==> src/logic/adc_ctl_cfg.svh <==
/*
  constants for the converter control block: register offsets, field positions,
  reset values and timing counts.
  assumes: included by bare name from the package and the design file.
*/
`ifndef ADC_CTL_CFG_SVH
`define ADC_CTL_CFG_SVH
// register offsets
`define ADC_OFS_CSR 2'h0
`define ADC_OFS_DRH 2'h1
`define ADC_OFS_DRL 2'h2
// control/status field positions
`define ADC_BIT_DONE 7
`define ADC_BIT_SPEED 6
`define ADC_BIT_ON 5
`define ADC_CH_MSB 3
// reset values
`define ADC_CSR_RST 8'h00
`define ADC_RES_RST 10'h000
// result saturation codes
`define ADC_RES_FULL 10'h3ff
`define ADC_RES_ZERO 10'h000
// converter clock dividers
`define ADC_DIV_SLOW 3'h4
`define ADC_DIV_FAST 3'h2
// converter clocks per conversion
`define ADC_CONV_CLKS 5'h0e
`endif

==> src/logic/adc_ctl_pkg.sv <==
/*
  types for the converter control block.
  assumes: the cfg header sits on the include path.
*/
package adc_ctl_pkg;
  `include "adc_ctl_cfg.svh"
  // conversion sequencer states
  typedef enum logic [1:0] {ST_OFF, ST_HALTED, ST_CONV} conv_state_t;
  // register address type
  typedef logic [1:0] reg_addr_t;
endpackage : adc_ctl_pkg

==> src/logic/adc_conversion_control.sv <==
/*
  control logic for a ten-bit successive approximation converter: control and
  status register, result pair, clock divider and conversion sequencer.
  assumes: the analog side presents a ten-bit sample and range flags for the
  selected input, synchronous to i_sys_clk; register port has no wait states.
*/
// Design decisions made here: the address-and-strobe port and the register addresses.
`timescale 1ns/1ns
`default_nettype none
`include "adc_ctl_cfg.svh"
module adc_conversion_control (
  // clock and reset
  input wire logic i_sys_clk,
  input wire logic i_rst,
  // register port
  input wire adc_ctl_pkg::reg_addr_t i_addr,
  input wire logic [7:0] i_wdata,
  input wire logic i_wr,
  input wire logic i_rd,
  output logic [7:0] o_rdata,
  // processor power modes
  input wire logic i_halt_mode,
  input wire logic i_wait_mode,
  // analog side
  input wire logic [9:0] i_sample,
  input wire logic i_over_range,
  input wire logic i_under_range,
  output logic [3:0] o_channel_select,
  output logic o_converter_on,
  output logic o_sample_strobe
);
  import adc_ctl_pkg::*;

  // control fields
  logic speed_ff; // converter clock speed select
  logic converter_on_ff; // converter enable
  logic [3:0] channel_select_ff; // selected analog input
  logic done_ff; // conversion complete flag
  logic [9:0] result_ff; // last conversion result
  logic [2:0] div_cnt_ff; // divider for converter clock
  logic [4:0] conv_cnt_ff; // converter clocks into this conversion
  conv_state_t state_ff; // sequencer state
  logic [7:0] rdata_ff; // read data register
  logic [9:0] nxt_result; // saturated result
  logic adc_tick; // one converter clock tick
  logic conv_end; // conversion completes this cycle
  logic csr_wr; // write to control/status
  logic drh_rd; // read of high result
  logic [2:0] div_max; // divide ratio, system clocks per converter clock (terminal count is one less)

  assign csr_wr = i_wr && (i_addr == `ADC_OFS_CSR);
  assign drh_rd = i_rd && (i_addr == `ADC_OFS_DRH);

  // wait mode is deliberately not decoded anywhere; conversions go on
  logic unused_wait;
  assign unused_wait = i_wait_mode;

  // control fields written by software
  always_ff @(posedge i_sys_clk) begin
    if (i_rst) begin
      speed_ff <= 1'b0;
      converter_on_ff <= 1'b0;
      channel_select_ff <= 4'h0;
    end else if (csr_wr) begin
      speed_ff <= i_wdata[`ADC_BIT_SPEED];
      converter_on_ff <= i_wdata[`ADC_BIT_ON];
      channel_select_ff <= i_wdata[`ADC_CH_MSB:0];
    end
  end

  // converter clock divider, restarted with each conversion
  assign div_max = speed_ff ? `ADC_DIV_FAST : `ADC_DIV_SLOW;
  assign adc_tick = (state_ff == ST_CONV) && (div_cnt_ff == div_max - 3'h1);
  always_ff @(posedge i_sys_clk) begin
    if (i_rst) begin
      div_cnt_ff <= 3'h0;
    end else if (csr_wr || state_ff != ST_CONV || adc_tick) begin
      div_cnt_ff <= 3'h0;
    end else begin
      div_cnt_ff <= div_cnt_ff + 3'h1;
    end
  end

  // conversion ends after a fixed count of converter clocks
  assign conv_end = adc_tick && (conv_cnt_ff == `ADC_CONV_CLKS - 5'h01);

  // sequencer: off, halted, converting continuously
  always_ff @(posedge i_sys_clk) begin
    if (i_rst) begin
      state_ff <= ST_OFF;
      conv_cnt_ff <= 5'h00;
    end else begin
      case (state_ff)
        ST_OFF: begin
          conv_cnt_ff <= 5'h00;
          if (converter_on_ff && !i_halt_mode) begin
            state_ff <= ST_CONV;
          end
        end
        ST_HALTED: begin
          // converter disabled in halt; settling left to software
          conv_cnt_ff <= 5'h00;
          if (!i_halt_mode) begin
            state_ff <= ST_OFF;
          end
        end
        ST_CONV: begin
          if (i_halt_mode) begin
            state_ff <= ST_HALTED;
            conv_cnt_ff <= 5'h00;
          end else if (!converter_on_ff) begin
            state_ff <= ST_OFF;
            conv_cnt_ff <= 5'h00;
          end else if (csr_wr || conv_end) begin
            // restart on any control write, or next back-to-back conversion
            conv_cnt_ff <= 5'h00;
          end else if (adc_tick) begin
            conv_cnt_ff <= conv_cnt_ff + 5'h01;
          end
        end
        default: begin
          state_ff <= ST_OFF;
          conv_cnt_ff <= 5'h00;
        end
      endcase
    end
  end

  // saturate out of range inputs without any overflow flag
  always_comb begin
    if (i_over_range) begin
      nxt_result = `ADC_RES_FULL;
    end else if (i_under_range) begin
      nxt_result = `ADC_RES_ZERO;
    end else begin
      nxt_result = i_sample;
    end
  end

  // result pair overwritten on each completion, no latching
  always_ff @(posedge i_sys_clk) begin
    if (i_rst) begin
      result_ff <= `ADC_RES_RST;
    end else if (conv_end && !csr_wr) begin
      result_ff <= nxt_result;
    end
  end

  // done flag: completion wins over a high-result read in the same cycle
  always_ff @(posedge i_sys_clk) begin
    if (i_rst) begin
      done_ff <= 1'b0;
    end else if (csr_wr) begin
      done_ff <= 1'b0; // a write aborts the conversion, so no set
    end else if (conv_end) begin
      done_ff <= 1'b1;
    end else if (drh_rd) begin
      done_ff <= 1'b0;
    end
  end

  // read data, valid the cycle after the read strobe
  always_ff @(posedge i_sys_clk) begin
    if (i_rst) begin
      rdata_ff <= 8'h00;
    end else if (i_rd) begin
      case (i_addr)
        `ADC_OFS_CSR: rdata_ff <= {done_ff, speed_ff, converter_on_ff, 1'b0, channel_select_ff};
        `ADC_OFS_DRH: rdata_ff <= result_ff[9:2];
        `ADC_OFS_DRL: rdata_ff <= {6'h00, result_ff[1:0]};
        default: rdata_ff <= 8'h00;
      endcase
    end else begin
      rdata_ff <= 8'h00;
    end
  end

  assign o_rdata = rdata_ff;
  assign o_channel_select = channel_select_ff;
  assign o_converter_on = (state_ff == ST_CONV);
  assign o_sample_strobe = (state_ff == ST_CONV) && (conv_cnt_ff == 5'h00) && (div_cnt_ff == 3'h0);

  // system clocks since the last conversion start, counted apart from the
  // divider so that the length check does not lean on the logic it checks
  logic [7:0] conv_age_ff; // clocks into the current conversion, saturating
  always_ff @(posedge i_sys_clk) begin
    if (i_rst) begin
      conv_age_ff <= 8'h00;
    end else if (o_sample_strobe) begin
      conv_age_ff <= 8'h01; // a new conversion starts
    end else if (conv_age_ff != 8'hff) begin
      conv_age_ff <= conv_age_ff + 8'h01;
    end
  end

  // input captured at each conversion start, for the selection check
  logic [3:0] conv_ch_ff; // channel that the running conversion samples
  always_ff @(posedge i_sys_clk) begin
    if (i_rst) begin
      conv_ch_ff <= 4'h0;
    end else if (o_sample_strobe) begin
      conv_ch_ff <= channel_select_ff;
    end
  end

  // checks

  // a control write drops the done flag
  AST_WR_CLEARS_DONE: assert property (@(posedge i_sys_clk) disable iff (i_rst)
    csr_wr
    |=> !done_ff)
    else $error("done flag not cleared by control write");

  // a high result read drops the done flag unless a completion wins
  AST_DRH_CLEARS_DONE: assert property (@(posedge i_sys_clk) disable iff (i_rst)
    drh_rd && !conv_end && !csr_wr
    |=> !done_ff)
    else $error("done flag not cleared by high read");

  // a completion sets done and stores the new result
  AST_DONE_SET: assert property (@(posedge i_sys_clk) disable iff (i_rst)
    conv_end && !csr_wr
    |=> done_ff && result_ff == $past(nxt_result))
    else $error("completion not recorded");

  // over range saturates to full scale
  AST_FULL_SCALE: assert property (@(posedge i_sys_clk) disable iff (i_rst)
    conv_end && !csr_wr && i_over_range
    |=> result_ff == 10'h3ff)
    else $error("over range not full scale");

  // under range saturates to zero
  AST_ZERO_SCALE: assert property (@(posedge i_sys_clk) disable iff (i_rst)
    conv_end && !csr_wr && !i_over_range && i_under_range
    |=> result_ff == 10'h000)
    else $error("under range not zero");

  // an idle converter stays idle while switched off
  AST_OFF_STOPS: assert property (@(posedge i_sys_clk) disable iff (i_rst)
    !converter_on_ff && state_ff == ST_OFF
    |=> !o_converter_on)
    else $error("converter runs while off");

  // halt stops the converter on the next edge
  AST_HALT_STOPS: assert property (@(posedge i_sys_clk) disable iff (i_rst)
    i_halt_mode
    |=> state_ff != ST_CONV)
    else $error("converter runs in halt");

  // a control write during conversion restarts it from the beginning
  AST_RESTART: assert property (@(posedge i_sys_clk) disable iff (i_rst)
    csr_wr && state_ff == ST_CONV && converter_on_ff && !i_halt_mode
    |=> conv_cnt_ff == 5'h00 && div_cnt_ff == 3'h0)
    else $error("control write did not restart conversion");

  // low result read: upper bits zero, low bits as they stood at the read
  AST_DRL_UPPER_ZERO: assert property (@(posedge i_sys_clk) disable iff (i_rst)
    i_rd && i_addr == `ADC_OFS_DRL
    |=> o_rdata[7:2] == 6'h00 && o_rdata[1:0] == $past(result_ff[1:0]))
    else $error("low result upper bits not zero");

  // completion only on the last converter clock
  AST_CONV_LEN: assert property (@(posedge i_sys_clk) disable iff (i_rst)
    conv_end
    |-> conv_cnt_ff == 5'h0d)
    else $error("conversion length wrong");

  // conversion length in system clocks follows the speed bit
  AST_CONV_CLOCKS: assert property (@(posedge i_sys_clk) disable iff (i_rst)
    conv_end
    |-> conv_age_ff == ({3'h0, `ADC_CONV_CLKS} * {5'h00, div_max}) - 8'h01)
    else $error("conversion clocks wrong for speed setting");

  // a conversion ends on the input it started on
  AST_CONV_INPUT: assert property (@(posedge i_sys_clk) disable iff (i_rst)
    conv_end
    |-> o_channel_select == conv_ch_ff)
    else $error("conversion input changed underway");

  // read data is zero outside the answer cycle
  AST_RDATA_IDLE: assert property (@(posedge i_sys_clk) disable iff (i_rst)
    !i_rd
    |=> o_rdata == 8'h00)
    else $error("read data not idle zero");

  // high result read returns bits 9..2 as they stood at the read
  AST_DRH_DATA: assert property (@(posedge i_sys_clk) disable iff (i_rst)
    i_rd && i_addr == `ADC_OFS_DRH
    |=> o_rdata == $past(result_ff[9:2]))
    else $error("high result read wrong");

  // control read: reserved bit zero, channel and done as stored
  AST_CSR_READ: assert property (@(posedge i_sys_clk) disable iff (i_rst)
    i_rd && i_addr == `ADC_OFS_CSR
    |=> !o_rdata[4] && o_rdata[3:0] == $past(channel_select_ff) && o_rdata[7] == $past(done_ff))
    else $error("control read wrong");

  // the written channel field drives the input select
  AST_CHANNEL_WRITE: assert property (@(posedge i_sys_clk) disable iff (i_rst)
    csr_wr
    |=> o_channel_select == $past(i_wdata[3:0]))
    else $error("channel select not taken from write");

  // switching on starts conversion within two edges outside halt
  AST_ON_FROM_WRITE: assert property (@(posedge i_sys_clk) disable iff (i_rst)
    csr_wr && i_wdata[`ADC_BIT_ON] && !i_halt_mode ##1 !i_halt_mode
    |=> o_converter_on)
    else $error("converter not started by on bit");

  // switching off stops conversion within two edges
  AST_OFF_FROM_WRITE: assert property (@(posedge i_sys_clk) disable iff (i_rst)
    csr_wr && !i_wdata[`ADC_BIT_ON]
    |=> ##1 !o_converter_on)
    else $error("converter not stopped by off bit");

  // results change only on a completion
  AST_RESULT_HOLDS: assert property (@(posedge i_sys_clk) disable iff (i_rst)
    !(conv_end && !csr_wr)
    |=> result_ff == $past(result_ff))
    else $error("result changed without completion");

  // done stays up until a write or a high read
  AST_DONE_HOLDS: assert property (@(posedge i_sys_clk) disable iff (i_rst)
    done_ff && !csr_wr && !drh_rd
    |=> done_ff)
    else $error("done flag lost");

  // done never rises without a completion
  AST_NO_SPURIOUS_DONE: assert property (@(posedge i_sys_clk) disable iff (i_rst)
    !done_ff && !conv_end
    |=> !done_ff)
    else $error("done flag set without completion");

  // the converter stays down while halt lasts
  AST_HALT_STAYS: assert property (@(posedge i_sys_clk) disable iff (i_rst)
    state_ff == ST_HALTED && i_halt_mode
    |=> state_ff == ST_HALTED && !o_converter_on)
    else $error("converter left halt early");

  // a channel change stops, clears done and restarts
  AST_CH_CHANGE_CLEARS: assert property (@(posedge i_sys_clk) disable iff (i_rst)
    csr_wr && i_wdata[3:0] != channel_select_ff && state_ff == ST_CONV && converter_on_ff && !i_halt_mode
    |=> !done_ff && conv_cnt_ff == 5'h00 && div_cnt_ff == 3'h0)
    else $error("channel change did not restart");

  // wait mode leaves a running conversion running
  AST_WAIT_NO_EFFECT: assert property (@(posedge i_sys_clk) disable iff (i_rst)
    i_wait_mode && !i_halt_mode && state_ff == ST_CONV && converter_on_ff
    |=> state_ff == ST_CONV)
    else $error("wait mode stopped the converter");
endmodule : adc_conversion_control
`default_nettype wire

==> config.mk <==
export PLATFORM = sky130hd
export DESIGN_NAME = adc_conversion_control
export DESIGN_NICKNAME = d
export VERILOG_FILES = /design/src/logic/adc_ctl_pkg.sv /design/src/logic/adc_conversion_control.sv
export VERILOG_INCLUDE_DIRS = /design/src /design/src/logic
export SDC_FILE = /design/constraint.sdc
export NUM_CORES = 1
export LEC_CHECK = 0
export ABC_CLOCK_PERIOD_IN_PS = 2200
export BUFFER_PORTS_ARGS = -buffer_cell sky130_fd_sc_hd__buf_2
export CAP_MARGIN = 20
export CORE_MARGIN = 2
export CORE_UTILIZATION = 35
export CTS_CLUSTER_DIAMETER = 150
export CTS_CLUSTER_SIZE = 28
export DETAILED_ROUTE_END_ITERATION = 6
export PLACE_DENSITY = 0.62
export SLEW_MARGIN = 20
export SYNTH_ARGS = -nofsm -noshare
export SYNTH_HDL_FRONTEND = slang
export SYNTH_SLANG_ARGS = --single-unit
==> constraint.sdc <==
create_clock -name i_sys_clk -period 2.2 [get_ports i_sys_clk]
set_clock_uncertainty 0.05 [all_clocks]
set_input_delay 0.22 -clock i_sys_clk [delete_from_list [all_inputs] [get_ports i_sys_clk]]
set_output_delay 0.22 -clock i_sys_clk [all_outputs]
set_load 0.03 [all_outputs]
==> impl_metrics.py <==
metrics = {
    "place": {
        "place_inst": 255,
        "place_congestion": 0.715,
        "place_area_um2": 1790,
        "io_buffers": 38,
        "hpwlAfterDp_um": 2330,
    },
    "synth": {
        "netlist_area_um2": 1570,
        "yosysTopAreaCell": "dfxtp_1",
        "synth_nets": 207,
        "ys.flop_type": "dfxtp_1",
        "async_flop_share": 0,
        "syn_area_per_cell_um2": 9.05,
        "ys_seq_elements": 35,
        "yosys.area.top_type_share": 0.445,
        "synth_edf_count": 0,
        "ys_top_cells_by_area": "dfxtp_1 45%, mux2i_1 8.9%, a21oi_1 7.6%, nor2_1 5.5%, or3_1 4.8%",
        "synth.distinct_cells": 34,
        "yosys_warnings": 0,
        "syn_inst": 174,
        "yosysSeqAreaShare": 0.445,
    },
    "power": {
        "p_leak_nw": 0.787,
        "p_per_area_nw_per_um2": 678,
        "ir_drop_v": 0.000372,
        "p_total_mw": 1.29,
    },
    "final_layout": {
        "nets": 243,
        "final_area_um2": 1900,
        "flow.area_growth_from_synthesis_pct": 20.7,
        "layout-drive-gt1-share": 0.246,
        "fin_cells": 263,
        "fillers": 445,
        "diodes": 0,
    },
    "floorplan": {
        "die_area_um2": 5050,
        "start_util": 0.361,
        "core_um2": 4350,
        "ioPinCount": 42,
        "fp-row-count": 24,
        "die_y_um": 71.1,
        "die_w_um": 71.1,
    },
    "sta": {
        "hold_violations": 0,
        "rsz0062_at_grt": "no",
        "finalCritPeriodShare": 0.839,
        "setup_tns_ps": 0,
        "finalMaxSlewViolations": 0,
        "max-slew-margin-rel": 0.648,
        "setup_viol_count_final": 0,
        "max_freq_ghz": 0.542,
        "min_period_ps": 1840,
        "worst_slew_pin_slew_ps": 528,
    },
    "worst_setup_path": {
        "worstPathRequired_ps": 2360,
        "arrival_ps": 2010,
        "cp_cell_sequence": "inv_1 -> ha_1 -> nand3b_1 -> or2_1 -> or3_1 -> a21oi_1",
        "cp-end-kind": "flip-flop",
        "critPathKind": "flip-flop to flip-flop",
        "crit_path_start_kind": "flip-flop",
        "slowest_stage": "or2_1",
        "cpPeakStageDelay_ps": 450,
        "cp_max_fo": 20,
    },
    "worst_hold_path": {
        "min_path_type": "input port to flip-flop",
    },
    "global_routing": {
        "grt_start_max_net_pins": 25,
        "grt_pass1_vias": 1223,
        "gr-usage-all-layers": 0.135,
        "grt_first_pass_wirelength_um": 5420,
        "grt-ovfl-total": 0,
        "antenna_found_initial": 0,
    },
    "drt": {
        "vias_per_cell": 4.81,
        "via_count": 1264,
        "totalWireLength_um": 3190,
        "drc": 0,
        "wl_per_cell_um": 12.1,
        "drtIter0Drc": 23,
        "final_antenna_net_count": 0,
        "first_pass_iters": 4,
    },
    "cts": {
        "cts_hold_buffers": 0,
        "cts-root-buf": "clkbuf_8",
        "cts_buffer_depth": 2,
        "clk_latency_ps": 280,
        "clock_sinks": 35,
        "cts_made_buffers": 5,
        "ctsHtreeMaxLevel": 2,
        "cts_setup_buffers": 0,
        "cts_resized": 0,
        "cts_tree": "built",
        "clkTransAtPathRegs_ps": 70,
    },
    "outcome": {
        "status": "finished, final reports clean",
    },
    "run": {
        "drv_cap": 0,
    },
}
## report_power, final
group / total (mW) / internal (mW) / switching, mW
clock: 0.569 / 0.337 / 0.232
sequential: 0.642 / 0.638 / 0.00397
combinational: 0.0778 / 0.0331 / 0.0448
total: 1.29 / 1.01 / 0.280
## logic make-up after synthesis
kind of cell	count (synthesis)	share of synthesized area
simple gates	59	0.210
compound gates	39	0.135
flops	35	0.445
buf+inv	17	0.0485
mux	14	0.0890
xor+xnor	5	0.0326
fa+ha+maj	5	0.0397
## registers in the layout, summed over array words and instances (netlist names)
signal and flops:
state_ff 2, div_cnt_ff 3, done_ff 1, o_channel_select 4, conv_cnt_ff 5, o_rdata 8
result_ff 10, converter_on_ff 1, speed_ff 1
## metrics by stage
stage          hold WS, ps   util  setup WS [ps]
2_1_floorplan          249      -            639
3_3_place_gp           357  0.410            391
3_5_place_dp           355  0.410            393
4_1_cts               51.6  0.436            347
5_1_grt               42.6  0.436            197
6_report              61.7  0.436            355
## metal layers
layer,vias up,global-route usage,share of wire,wire [um]
met5,-,0,0,0
met4,0,0.0503,0.018,56
met3,6,0.0442,0.040,126
met2,25,0.220,0.47,1490
met1,564,0.168,0.47,1510
li1,669,-,-,-
## cell type report
cell class	instances	area (um2)	share of cell area
tap	52	65.1	0.0343
clock inverter	3	43.8	0.0231
multi-input combinational	122	797	0.420
timing repair buffer	39	198	0.104
clock buffer	5	68.8	0.0362
sequential	35	701	0.369
inverter	7	26.3	0.0138
## cells in the final DEF (no fill, tap or decap), drive strengths merged
cell     count
clkinv       3
nand2        4
ha           5
nand3b       2
nand3        1
o2111ai      1
or2          2
bufinv       1
buf         39
xnor2        2
nor3         3
a21oi       24
xor2         3
dfxtp       35
nand2b       3
mux2i       14
nand4        4
and3         1
nor2b        1
or3         12
o21a         1
nor4b        1
clkbuf       5
o21ai       12
o211a        1
nor2        23
nor3b        2
inv          6
## path summary, 6_finish.rpt
check,cells after the start,from,slack [ps],to
worst min-delay path,2,i_halt_mode,60,state_ff[1]$_SDFFE_PP0P_
worst max-delay path,6,conv_cnt_ff[1]$_SDFFE_PP0P_,360,result_ff[0]$_SDFFE_PP0P_
worst min register to register,2,result_ff[6]$_SDFFE_PP0P_,380,o_rdata[4]$_SDFF_PP0_
worst max register to register,6,conv_cnt_ff[1]$_SDFFE_PP0P_,360,result_ff[0]$_SDFFE_PP0P_
## cells in the mapped netlist, types with 2 or more instances
| cell | instances |
|---|---|
| ha_1 | 5 |
| o21ai_0 | 12 |
| a21oi_1 | 24 |
| xnor2_1 | 2 |
| nor2_1 | 23 |
| nand2_1 | 4 |
| clkbuf_1 | 6 |
| mux2i_1 | 14 |
| or3_1 | 12 |
| nand4_1 | 3 |
| nand2b_1 | 3 |
| dfxtp_1 | 35 |
| xor2_1 | 2 |
| nor3_1 | 3 |
| inv_1 | 6 |
| nand3b_1 | 2 |
## critical path, delay by kind of cell, from the launching register on
family,cells,cell delay (ps)
AOI/OAI and AO/OA,1,150
buffers and inverters,1,90
and+or+nand+nor,3,1010
DFF,1,340
adders and majority gates,1,140
(Power assumes the default switching activity.)
